[config.mk]
export PLATFORM = sky130hd
export DESIGN_NAME = bio_top
export DESIGN_NICKNAME = d
export VERILOG_FILES = /design/src/rtl/bio_pkg.sv /design/src/rtl/bio_top.sv
export SDC_FILE = /design/constraint.sdc
export NUM_CORES = 1
export LEC_CHECK = 0
export BUFFER_PORTS_ARGS = -buffer_cell sky130_fd_sc_hd__buf_4
export CORE_MARGIN = 3
export CORE_UTILIZATION = 50
export CTS_BUF_LIST = sky130_fd_sc_hd__clkbuf_16
export CTS_CLUSTER_SIZE = 28
export DETAILED_ROUTE_END_ITERATION = 7
export GPL_ROUTABILITY_DRIVEN = 1
export PLACE_DENSITY = 0.66
export SETUP_SLACK_MARGIN = 0.3
export SLEW_MARGIN = 10
export SYNTH_ARGS = -nofsm -noshare
export SYNTH_HDL_FRONTEND = slang
export SYNTH_SLANG_ARGS = --single-unit
[constraint.sdc]
create_clock -name aclk -period 3.45 [get_ports aclk]
set_input_delay 0.345 -clock aclk [delete_from_list [all_inputs] [get_ports aclk]]
set_output_delay 0.345 -clock aclk [all_outputs]
set_load 0.05 [all_outputs]
[src/rtl/bio_pkg.sv]
// Package with register map, function codes, reset values and timing constants.
`default_nettype none
package bio_pkg;
	// Sizes of the input and output sides.
	localparam int NUM_IN = 4;
	localparam int NUM_OUT = 18;
	localparam int NUM_SEL = 4;
	localparam int FIRST_SEL = 14;
	localparam int NUM_IRQ = 5;
	// Register byte offsets.
	localparam logic [7:0] ADDR_IN_FUNC = 8'h00;
	localparam logic [7:0] ADDR_IN_DELAY = 8'h04;
	localparam logic [7:0] ADDR_OUT_FUNC = 8'h08;
	localparam logic [7:0] ADDR_OUT_DIRECT = 8'h0c;
	localparam logic [7:0] ADDR_CTRL = 8'h10;
	localparam logic [7:0] ADDR_OUT_STAT = 8'h14;
	localparam logic [7:0] ADDR_EVT_STAT = 8'h18;
	localparam logic [7:0] ADDR_IRQ_STAT = 8'h1c;
	localparam logic [7:0] ADDR_IRQ_MASK = 8'h20;
	// Input function codes, four bits per input.
	localparam logic [3:0] IN_FN_NONE = 4'h0;
	localparam logic [3:0] IN_FN_IMP_P2 = 4'h1;
	localparam logic [3:0] IN_FN_GEN_P3 = 4'h2;
	localparam logic [3:0] IN_FN_IMP_P3 = 4'h3;
	localparam logic [3:0] IN_FN_WARN = 4'h4;
	localparam logic [3:0] IN_FN_ALARM = 4'h5;
	localparam logic [3:0] IN_FN_WARN_OPEN = 4'h6;
	localparam logic [3:0] IN_FN_ALARM_OPEN = 4'h7;
	localparam logic [3:0] IN_FN_WARN_CLOSED = 4'h8;
	localparam logic [3:0] IN_FN_ALARM_CLOSED = 4'h9;
	localparam logic [3:0] IN_FN_OVERLOAD = 4'ha;
	// Output function codes for the selectable outputs fifteen to eighteen.
	localparam logic [3:0] OUT_FN_UNUSED = 4'h0;
	localparam logic [3:0] OUT_FN_DIRECT = 4'h1;
	localparam logic [3:0] OUT_FN_STEADY_A = 4'h2;
	localparam logic [3:0] OUT_FN_STEADY_B = 4'h3;
	localparam logic [3:0] OUT_FN_WARNING = 4'h4;
	localparam logic [3:0] OUT_FN_ALARM = 4'h5;
	localparam logic [3:0] OUT_FN_BLOCK = 4'h6;
	// Reset values.
	localparam logic [15:0] OUT_FUNC_RST = 16'h3200;
	localparam logic [15:0] IN_FUNC_RST = 16'h0000;
	localparam logic [15:0] IN_DELAY_RST = 16'h0000;
	// Display page codes.
	localparam logic [1:0] PAGE_NORMAL = 2'h0;
	localparam logic [1:0] PAGE_TWO = 2'h2;
	localparam logic [1:0] PAGE_THREE = 2'h3;
	// Interrupt bit positions.
	localparam int IRQ_WARN = 0;
	localparam int IRQ_ALARM = 1;
	localparam int IRQ_BLOCK = 2;
	localparam int IRQ_ESTOP = 3;
	localparam int IRQ_PAGE = 4;
	// Delay time base: one millisecond per tick.
	localparam int CLK_PERIOD_NS = 5;
	localparam int TICK_NS = 1000000;
	localparam int TICK_CYCLES = TICK_NS / CLK_PERIOD_NS;
	// AXI responses.
	localparam logic [1:0] RESP_OKAY = 2'h0;
	localparam logic [1:0] RESP_SLVERR = 2'h2;
endpackage
`default_nettype wire

[src/rtl/bio_top.sv]
// Input function and output channel logic with its AXI4-Lite register slave.
`timescale 1ns/1ps
`default_nettype none
module bio_top import bio_pkg::*; #(
	parameter int TICK_LEN = TICK_CYCLES
) (
	input wire logic aclk,
	input wire logic aresetn,
	input wire logic ce,
	input wire logic [7:0] s_axi_awaddr,
	input wire logic s_axi_awvalid,
	output logic s_axi_awready,
	input wire logic [31:0] s_axi_wdata,
	input wire logic [3:0] s_axi_wstrb,
	input wire logic s_axi_wvalid,
	output logic s_axi_wready,
	output logic [1:0] s_axi_bresp,
	output logic s_axi_bvalid,
	input wire logic s_axi_bready,
	input wire logic [7:0] s_axi_araddr,
	input wire logic s_axi_arvalid,
	output logic s_axi_arready,
	output logic [31:0] s_axi_rdata,
	output logic [1:0] s_axi_rresp,
	output logic s_axi_rvalid,
	input wire logic s_axi_rready,
	input wire logic [NUM_IN-1:0] field_in,
	input wire logic relay_common_supply_terminal,
	output logic [NUM_OUT-1:0] dout,
	output logic warning_active,
	output logic alarm_active,
	output logic block_active,
	output logic emergency_stop_alarm,
	output logic page2_text_on,
	output logic page3_text_on,
	output logic [1:0] display_page,
	output logic irq
);
	// Bus state: holding flags for the two write channels.
	logic aw_hold_r;
	logic w_hold_r;
	logic [7:0] waddr_r; // Captured write address.
	logic [31:0] wdata_r; // Captured write data.
	logic [3:0] wstrb_r; // Captured byte enables.
	logic wr_en; // One write is applied this cycle.
	logic [31:0] wmask; // Byte enables widened to bits.
	// Software registers.
	logic [15:0] in_func_r;
	logic [15:0] in_delay_r;
	logic [15:0] out_func_r;
	logic [NUM_OUT-1:0] out_direct_r;
	logic brk_cmd_r; // Breaker close command.
	logic [NUM_IRQ-1:0] irq_stat_r;
	logic [NUM_IRQ-1:0] irq_mask_r;
	logic [NUM_IRQ-1:0] irq_set; // Events of this cycle.
	// Synchroniser chain; the last bit is the common supply pin.
	logic [NUM_IN:0] s1_r;
	logic [NUM_IN:0] s2_r;
	logic [NUM_IN:0] s3_r;
	logic [NUM_IN:0] filt_r;
	// Time base and per-input delay counters.
	logic [31:0] tick_cnt_r;
	logic tick_r;
	logic [15:0] dcnt_r [NUM_IN];
	logic [NUM_IN-1:0] dly_ok; // Input held long enough.
	// Per-input event sources.
	logic [NUM_IN-1:0] warn_src;
	logic [NUM_IN-1:0] alarm_src;
	logic [NUM_IN-1:0] block_src;
	logic [NUM_IN-1:0] warn_src_r;
	logic [NUM_IN-1:0] alarm_src_r;
	logic [NUM_IN-1:0] block_src_r;
	logic imp2_any;
	logic gen3_any;
	logic imp3_any;
	logic imp2_r; // Previous level, for jump edges.
	logic imp3_r;
	logic [NUM_OUT-1:0] out_nxt;

	// Widens the byte enables to a bit mask, one byte lane per strobe bit.
	assign wmask = {{8{wstrb_r[3]}}, {8{wstrb_r[2]}}, {8{wstrb_r[1]}}, {8{wstrb_r[0]}}};
	assign wr_en = aw_hold_r && w_hold_r && !s_axi_bvalid;

	// Write channels: address and data are taken in either order and held until both are in.
	always_ff @(posedge aclk) begin
		if (!aresetn) begin
			s_axi_awready <= 1'b0;
			s_axi_wready <= 1'b0;
			aw_hold_r <= 1'b0;
			w_hold_r <= 1'b0;
			waddr_r <= 8'h00;
			wdata_r <= 32'h0000_0000;
			wstrb_r <= 4'h0;
			s_axi_bvalid <= 1'b0;
			s_axi_bresp <= RESP_OKAY;
		end else if (ce) begin
			if (s_axi_awvalid && s_axi_awready) begin
				waddr_r <= s_axi_awaddr;
				aw_hold_r <= 1'b1;
				s_axi_awready <= 1'b0;
			end else if (!aw_hold_r && !s_axi_bvalid) begin
				s_axi_awready <= 1'b1;
			end
			if (s_axi_wvalid && s_axi_wready) begin
				wdata_r <= s_axi_wdata;
				wstrb_r <= s_axi_wstrb;
				w_hold_r <= 1'b1;
				s_axi_wready <= 1'b0;
			end else if (!w_hold_r && !s_axi_bvalid) begin
				s_axi_wready <= 1'b1;
			end
			if (wr_en) begin
				aw_hold_r <= 1'b0;
				w_hold_r <= 1'b0;
				s_axi_bvalid <= 1'b1;
				// Read-only and unmapped offsets answer with an error.
				s_axi_bresp <= (waddr_r == ADDR_OUT_STAT || waddr_r == ADDR_EVT_STAT ||
					waddr_r > ADDR_IRQ_MASK || waddr_r[1:0] != 2'h0) ? RESP_SLVERR : RESP_OKAY;
			end else if (s_axi_bvalid && s_axi_bready) begin
				s_axi_bvalid <= 1'b0;
			end
		end
	end

	// Configuration registers; output selectors come up unused for fifteen and sixteen.
	always_ff @(posedge aclk) begin
		if (!aresetn) begin
			in_func_r <= IN_FUNC_RST;
			in_delay_r <= IN_DELAY_RST;
			out_func_r <= OUT_FUNC_RST;
			out_direct_r <= 18'h00000;
			brk_cmd_r <= 1'b0;
			irq_mask_r <= 5'h00;
		end else if (ce && wr_en) begin
			unique case (waddr_r)
				ADDR_IN_FUNC: in_func_r <= (in_func_r & ~wmask[15:0]) | (wdata_r[15:0] & wmask[15:0]);
				ADDR_IN_DELAY: in_delay_r <= (in_delay_r & ~wmask[15:0]) |
					(wdata_r[15:0] & wmask[15:0]);
				ADDR_OUT_FUNC: out_func_r <= (out_func_r & ~wmask[15:0]) |
					(wdata_r[15:0] & wmask[15:0]);
				ADDR_OUT_DIRECT: out_direct_r <= (out_direct_r & ~wmask[17:0]) |
					(wdata_r[17:0] & wmask[17:0]);
				ADDR_CTRL: begin
					if (wstrb_r[0]) begin
						brk_cmd_r <= wdata_r[0];
					end
				end
				ADDR_IRQ_MASK: begin
					if (wstrb_r[0]) begin
						irq_mask_r <= wdata_r[NUM_IRQ-1:0];
					end
				end
				default: begin
					// Other offsets store nothing here.
				end
			endcase
		end
	end

	// Sticky interrupt status; a new event wins over a write-one clear in the same cycle.
	always_ff @(posedge aclk) begin
		if (!aresetn) begin
			irq_stat_r <= 5'h00;
			irq <= 1'b0;
		end else if (ce) begin
			if (wr_en && waddr_r == ADDR_IRQ_STAT && wstrb_r[0]) begin
				irq_stat_r <= (irq_stat_r & ~wdata_r[NUM_IRQ-1:0]) | irq_set;
			end else begin
				irq_stat_r <= irq_stat_r | irq_set;
			end
			irq <= |(irq_stat_r & irq_mask_r);
		end
	end

	// Read channel: one read at a time, answered one cycle after the address is taken.
	always_ff @(posedge aclk) begin
		if (!aresetn) begin
			s_axi_arready <= 1'b0;
			s_axi_rvalid <= 1'b0;
			s_axi_rdata <= 32'h0000_0000;
			s_axi_rresp <= RESP_OKAY;
		end else if (ce) begin
			if (s_axi_arvalid && s_axi_arready) begin
				s_axi_arready <= 1'b0;
				s_axi_rvalid <= 1'b1;
				s_axi_rresp <= RESP_OKAY;
				unique case (s_axi_araddr)
					ADDR_IN_FUNC: s_axi_rdata <= {16'h0000, in_func_r};
					ADDR_IN_DELAY: s_axi_rdata <= {16'h0000, in_delay_r};
					ADDR_OUT_FUNC: s_axi_rdata <= {16'h0000, out_func_r};
					ADDR_OUT_DIRECT: s_axi_rdata <= {14'h0000, out_direct_r};
					ADDR_CTRL: s_axi_rdata <= {31'h0000_0000, brk_cmd_r};
					ADDR_OUT_STAT: s_axi_rdata <= {14'h0000, dout};
					ADDR_EVT_STAT: s_axi_rdata <= {11'h000, filt_r[NUM_IN-1:0],
						emergency_stop_alarm, display_page, page3_text_on, page2_text_on,
						block_src_r, alarm_src_r, warn_src_r};
					ADDR_IRQ_STAT: s_axi_rdata <= {27'h0000000, irq_stat_r};
					ADDR_IRQ_MASK: s_axi_rdata <= {27'h0000000, irq_mask_r};
					default: begin
						// Unmapped offsets read zero with an error.
						s_axi_rdata <= 32'h0000_0000;
						s_axi_rresp <= RESP_SLVERR;
					end
				endcase
			end else if (s_axi_rvalid && s_axi_rready) begin
				s_axi_rvalid <= 1'b0;
				s_axi_arready <= 1'b1;
			end else if (!s_axi_rvalid) begin
				s_axi_arready <= 1'b1;
			end
		end
	end

	// Field pins pass three flops; a level counts once the last two agree, which drops glitches.
	always_ff @(posedge aclk) begin
		if (!aresetn) begin
			// The chain starts at the idle levels, so no false supply loss follows reset.
			s1_r <= 5'h10;
			s2_r <= 5'h10;
			s3_r <= 5'h10;
			filt_r <= 5'h10;
		end else if (ce) begin
			s1_r <= {relay_common_supply_terminal, field_in};
			s2_r <= s1_r;
			s3_r <= s2_r;
			filt_r <= (s3_r & ~(s2_r ^ s3_r)) | (filt_r & (s2_r ^ s3_r));
		end
	end

	// One-millisecond tick for the input delays.
	always_ff @(posedge aclk) begin
		if (!aresetn) begin
			tick_cnt_r <= 32'h0000_0000;
			tick_r <= 1'b0;
		end else if (ce) begin
			tick_r <= (tick_cnt_r == 32'(TICK_LEN - 1));
			tick_cnt_r <= (tick_cnt_r == 32'(TICK_LEN - 1)) ? 32'h0000_0000 : tick_cnt_r + 32'h1;
		end
	end

	// Per-input delay counter and function decode.
	generate
		for (genvar i = 0; i < NUM_IN; i++) begin : g_in
			logic [3:0] fn;
			assign fn = in_func_r[4*i +: 4];
			// Counts held-active milliseconds; resets as soon as the input drops.
			always_ff @(posedge aclk) begin
				if (!aresetn) begin
					dcnt_r[i] <= 16'h0000;
				end else if (ce) begin
					if (!filt_r[i]) begin
						dcnt_r[i] <= 16'h0000;
					end else if (tick_r && dcnt_r[i] < in_delay_r) begin
						dcnt_r[i] <= dcnt_r[i] + 16'h1;
					end
				end
			end
			assign dly_ok[i] = filt_r[i] && (dcnt_r[i] >= in_delay_r);
			assign warn_src[i] = dly_ok[i] && ((fn == IN_FN_WARN) ||
				(fn == IN_FN_WARN_OPEN && !brk_cmd_r) ||
				(fn == IN_FN_WARN_CLOSED && brk_cmd_r));
			assign alarm_src[i] = dly_ok[i] && ((fn == IN_FN_ALARM) ||
				(fn == IN_FN_ALARM_OPEN && !brk_cmd_r) ||
				(fn == IN_FN_ALARM_CLOSED && brk_cmd_r));
			assign block_src[i] = dly_ok[i] && (fn == IN_FN_OVERLOAD);
		end
	endgenerate

	// Status page inputs act at once, without the delay.
	always_comb begin
		imp2_any = 1'b0;
		gen3_any = 1'b0;
		imp3_any = 1'b0;
		for (int i = 0; i < NUM_IN; i++) begin
			imp2_any = imp2_any | (filt_r[i] && in_func_r[4*i +: 4] == IN_FN_IMP_P2);
			gen3_any = gen3_any | (filt_r[i] && in_func_r[4*i +: 4] == IN_FN_GEN_P3);
			imp3_any = imp3_any | (filt_r[i] && in_func_r[4*i +: 4] == IN_FN_IMP_P3);
		end
	end

	// Event flags; the emergency stop has no software enable and follows the supply pin whenever ce is high.
	always_ff @(posedge aclk) begin
		if (!aresetn) begin
			warn_src_r <= 4'h0;
			alarm_src_r <= 4'h0;
			block_src_r <= 4'h0;
			warning_active <= 1'b0;
			alarm_active <= 1'b0;
			block_active <= 1'b0;
			emergency_stop_alarm <= 1'b0;
		end else if (ce) begin
			warn_src_r <= warn_src;
			alarm_src_r <= alarm_src;
			block_src_r <= block_src;
			warning_active <= |warn_src;
			alarm_active <= |alarm_src;
			block_active <= |block_src;
			emergency_stop_alarm <= !filt_r[NUM_IN];
		end
	end

	// Display pages; an important input forces its page, page three winning a tie.
	always_ff @(posedge aclk) begin
		if (!aresetn) begin
			imp2_r <= 1'b0;
			imp3_r <= 1'b0;
			page2_text_on <= 1'b0;
			page3_text_on <= 1'b0;
			display_page <= PAGE_NORMAL;
		end else if (ce) begin
			imp2_r <= imp2_any;
			imp3_r <= imp3_any;
			page2_text_on <= imp2_any;
			page3_text_on <= gen3_any || imp3_any;
			if (imp3_any && !imp3_r) begin
				display_page <= PAGE_THREE;
			end else if (imp2_any && !imp2_r) begin
				display_page <= PAGE_TWO;
			end
		end
	end

	assign irq_set = {(imp2_any && !imp2_r) || (imp3_any && !imp3_r), !filt_r[NUM_IN] &&
		!emergency_stop_alarm, |block_src && !block_active, |alarm_src && !alarm_active,
		|warn_src && !warning_active};

	// Output channels: one to fourteen follow software, fifteen to eighteen follow a selector.
	always_comb begin
		out_nxt = out_direct_r;
		for (int k = 0; k < NUM_SEL; k++) begin
			unique case (out_func_r[4*k +: 4])
				OUT_FN_DIRECT: out_nxt[FIRST_SEL+k] = out_direct_r[FIRST_SEL+k];
				OUT_FN_STEADY_A: out_nxt[FIRST_SEL+k] = !brk_cmd_r;
				OUT_FN_STEADY_B: out_nxt[FIRST_SEL+k] = brk_cmd_r;
				OUT_FN_WARNING: out_nxt[FIRST_SEL+k] = warning_active;
				OUT_FN_ALARM: out_nxt[FIRST_SEL+k] = alarm_active;
				OUT_FN_BLOCK: out_nxt[FIRST_SEL+k] = block_active;
				default: out_nxt[FIRST_SEL+k] = 1'b0;
			endcase
		end
	end

	// Eighteen output flops; the last four relays, the rest static drivers.
	always_ff @(posedge aclk) begin
		if (!aresetn) begin
			dout <= 18'h00000;
		end else if (ce) begin
			dout <= out_nxt;
		end
	end
endmodule // bio_top
`default_nettype wire

# == Word-level counts from Yosys, hierarchy flattened ==
# Memories as Yosys holds them, arrays and structs flattened.
# Index checks and enable logic that the tools add are counted.
# Widths: inputs -> output; s select.
# totals
regBits,242
ramBits,64
out_inout_bits,68
elab_cells,377
memories,1
# memory_table
memory,depth,width,rd,rd_ports_with_merged_regs,wr,line_no,text
dcnt_r,4,16,4,0,4,bio_top.sv:64,logic [15:0] dcnt_r [NUM_IN];
# op_classes
n_bitwise,39
magnitude_cmp,9
muxes,71
n_reduce_logical,131
n_addsub,5
n_eq_ne,82
# op_table
op,n
$pmux 21 s9,1
$mux 16,8
$eq 4x3->1 const B,28
$logic_and 1x1->1,66
$add 16x1->16 const B,4
$and 16x16->16,4
$eq 4x2->1 const B,16
$eq 8x5->1 const B,8
$ge 16x16->1,4
$lt 16x16->1,4
$mux 1,52
$eq 4x4->1 const B,12
$or 16x16->16,3
$and 18x18->18,2
$add 32x1->32 const B,1
$eq 32x18->1 const B,1
$eq 4x1->1 const B,8
$eq 8x4->1 const B,4
$mux 32,1
$reduce_and 2->1,16
$pmux 1 s6,4
$logic_or 1x1->1,21
$and 5x5->5,4
$not 18->18,1
19 further kinds,64

# == Longest topological paths before layout ==
# depth
word_depth,9
mapped_depth,9
ltp_nobuf,8

# == Worst setup path after synthesis ==
# OpenSTA, ideal clock, no wires.
# synth_path
path_type,register to register
start,register with a tool-made name
end,"memory dcnt_r[1][0], enable pin"
path_stages_with_launch,9
t_arrival_ns,2.184
synth_period_minus_slack_ns,2.578
path_buffers,0
path_slack_ns,0.872
t_required_ns,3.056
cell_sequence,dfxtp_1 inv_1 ha_1 a21oi_1 nor2_1 a211oi_1 and3_1 nand3_1 o211ai_1
# synth_rtl
item,line_no
"end, declared",bio_top.sv:64

==> summary.md <==
| Metric | Value |
|---|---|
| Share of cells above drive strength 1 | approximately a tenth |
| Drt first-iter violations | 1371 |
| Skew final | 0.0109 ns |
| Crit. End Element | register |
| Avg Cell Area, Syn | approximately 9 µm² |
| Fillcell total | roughly 2700 |
| Port Buffers | 104 |
| Total of max-cap violations | 0 |
| Area leader, netlist | dfxtp_1 |
| Met1 Usage GRT | 35.3% |
| Worst vdd ir | around 0.40 mV |
| Final Hold Viols | 0 |
| WL/cell | about 19 µm |
| Setup-failing EPs final | 0 |
| Max Buffers Root-to-Sink | 3 |
| Die X | 180 µm |
| RSZ-0062 raised after global routing | false |
| Area share of the largest cell type after synthesis | about 30% |
| Vias per cell | ~5.8 |
| Most frequent cell after synthesis | nand2_1 |
| Drt drc | 0 |
| Slew Viols, Final | 0 |
| GRT Max-Usage Layer | met2 |
| Synth area leaders | dfxtp_1 30%, edfxtp_1 13%, nand2_1 6.0%, ha_1 5.7%, mux2i_1 4.6% |
| Clock Tree Root | clkbuf_16 |
| FF+latch count, synth | roughly 300 |
| Mapped Area | ~15000 µm² |
| Nets | around 1900 |
| # IOs | 133 |
| Detailed Route WL | 41000 µm |
| Overall routing resource usage | around 24% |
| Met3 Use GR | roughly 4.3% |
| Number of global-route vias before repair | 11900 |
| Fin crit period | 2.77 ns |
| Main synth FF type | dfxtp_1 |
| First-pass GRT wire length | 64600 µm |
| CTS Sinks | a little under 300 |
| H-tree levels | 1 |
| Startpoint class of the critical path | register |
| Slew @ Worst Pin | 1.05 ns |
| Fmax | 362 MHz |
| Antenna Violating Nets Remaining | 0 |
| YS warnings | 0 |
| DR vias | ~13000 |
| Worst EP required | 3.69 ns |
| GRT overflow | 0 |
| GPL Wtd Cong | 0.910 |
| Worst-path clk slew | 0.06 ns |
| Max_slew headroom | approximately 30% |
| Final HPWL DP | ~30000 µm |
| Antenna violations before repair | 0 |
| Drt first pass iters | 5 |
| Netlist cell types | 67 |
| Initial core utilization | approximately half |
| Die ar. | roughly 32000 µm² |
| Result of the run | completed |
| Tcrit/Tclk final | 80.2% |
| Pwr dens | 428 nW/µm² |
| Area growth, synth to finish | 13.3% |
| Leakage power | roughly 0.0066 µW |
| Ant diodes | 0 |
| Type of the worst setup path | reg -> reg |
| Core Area | between 20000 and 30000 µm² |
| Worst hold path type | in -> reg |
| Synth async-reset ratio | 0% |
| Resize count post-CTS | 0 |
| Clock network latency to the later pin of the worst-skew pair | 0.56 ns |
| Setup TNS | 0 ns |
| TritonCTS clock tree | built |
| Num CTS Buffers | 31 |
| Seq/Total Area, Yosys | 43.2% |
| Post-synth EDFFs | between 60 and 70 |
| Largest net degree at the start of global routing | 123 |
| Syn Inst Count | roughly 1700 |
| Die Ht | approximately 180 µm |
| Synth top cells by count | 241 x nand2_1, 229 x dfxtp_1, 144 x nor2_1 |
| WHS | 0.0437 ns |
| Routing usage on met2 | between 30% and 40% |
| Crit-path max FO | 17 |
| WP data arrival | 3.01 ns |
| Site row count | between 60 and 70 |
-- report_power, final --
group,switching (µW),leakage (µW),internal [µW],total (µW)
clock,1410,0.000486,1760,3170
combinational,288,0.00355,200,489
sequential,87.7,0.00255,3570,3650
-- cells by family (layout without fill, tap and decap cells) --
family / Yosys count / count (layout) / synth area share, %
buffers and inverters: 127 / 224 / 3.87
XOR/XNOR: 88 / 88 / 5.11
multiplexers: 69 / 69 / 4.58
other: 1 / 13 / 0.0249
adder cells (fa/ha/maj): 69 / 69 / 5.73
AO/OA/AOI/OAI: 301 / 301 / 13.6
AND/OR/NAND/NOR: 721 / 721 / 23.9
flip-flops: 293 / 293 / 43.2
-- placed cells by master (no fill, tap or decap), types with 39 or more instances in the layout --
| cell | n |
|---|---|
| nand2_1 | 241 |
| dfxtp_1 | 229 |
| nor2_1 | 144 |
| buf_4 | 123 |
| nor2b_1 | 84 |
| nand3_1 | 79 |
| mux2i_1 | 69 |
| ha_1 | 69 |
| edfxtp_1 | 64 |
| a21boi_0 | 59 |
| o21ai_0 | 56 |
| xor2_1 | 52 |
| inv_1 | 47 |
| a21oi_1 | 39 |
-- worst max-delay path, cell delays in order (launching register included) --
cell and delay, ns:
dfxtp_1 0.32, inv_1 0.25, ha_1 0.30, a21oi_1 0.16, nor2_1 0.06, a211oi_1 0.43
and3_1 0.24, nand3_1 0.07, buf_4 0.22, o211ai_1 0.09, buf_4 0.28
-- metal layers --
layer / up-vias / wire [µm]
met5: - / 0
met4: 0 / 1120
met3: 73 / 3100
met2: 414 / 17800
met1: 6006 / 19000
li1: 6064 / -
-- per-stage QoR --
stage	utilization, %	std cells	instance area [µm²]	setup slack (ns)	power, µW
after floorplan	-	1681	15100	0.872	4050
after global placement	55.2	2104	16100	0.820	4200
after detailed placement	55.2	2104	16100	0.763	4210
after CTS	58.5	2162	17100	0.743	7350
after global routing	58.5	2162	17100	0.505	7560
final	58.5	2162	17100	0.684	7310
-- final timing paths --
kind                                                   from                          end  slack (ns)  depth (start not counted)
worst min register to register  s_axi_rdata[9]$_SDFFE_PN0P_  s_axi_rdata[9]$_SDFFE_PN0P_        0.45                          2
worst max register to register                     register   dcnt_r[0][4]$_SDFFCE_PN0P_        0.68                         10
worst max-delay path                               register   dcnt_r[0][4]$_SDFFCE_PN0P_        0.68                         10
worst min-delay path                            field_in[0]         s1_r[0]$_SDFFE_PN0P_        0.04                          3
-- area by class of cell --
class | count | area, µm² | area share, %
Clock buffer | 32 | 801 | 4.69
Clock inverter | 25 | 161 | 0.946
Inverter | 43 | 161 | 0.946
Multi-Input combinational cell | 1261 | 8030 | 47.0
Sequential cell | 293 | 6510 | 38.1
Tap cell | 384 | 480 | 2.81
Timing Repair Buffer | 124 | 933 | 5.47
-- what timing repair did --
action,CTS,global route
buffers inserted,0,0
hold buffers,1,0
endpoints found under the hold margin,1,0
Note: power is estimated with default switching activity, not from simulation.
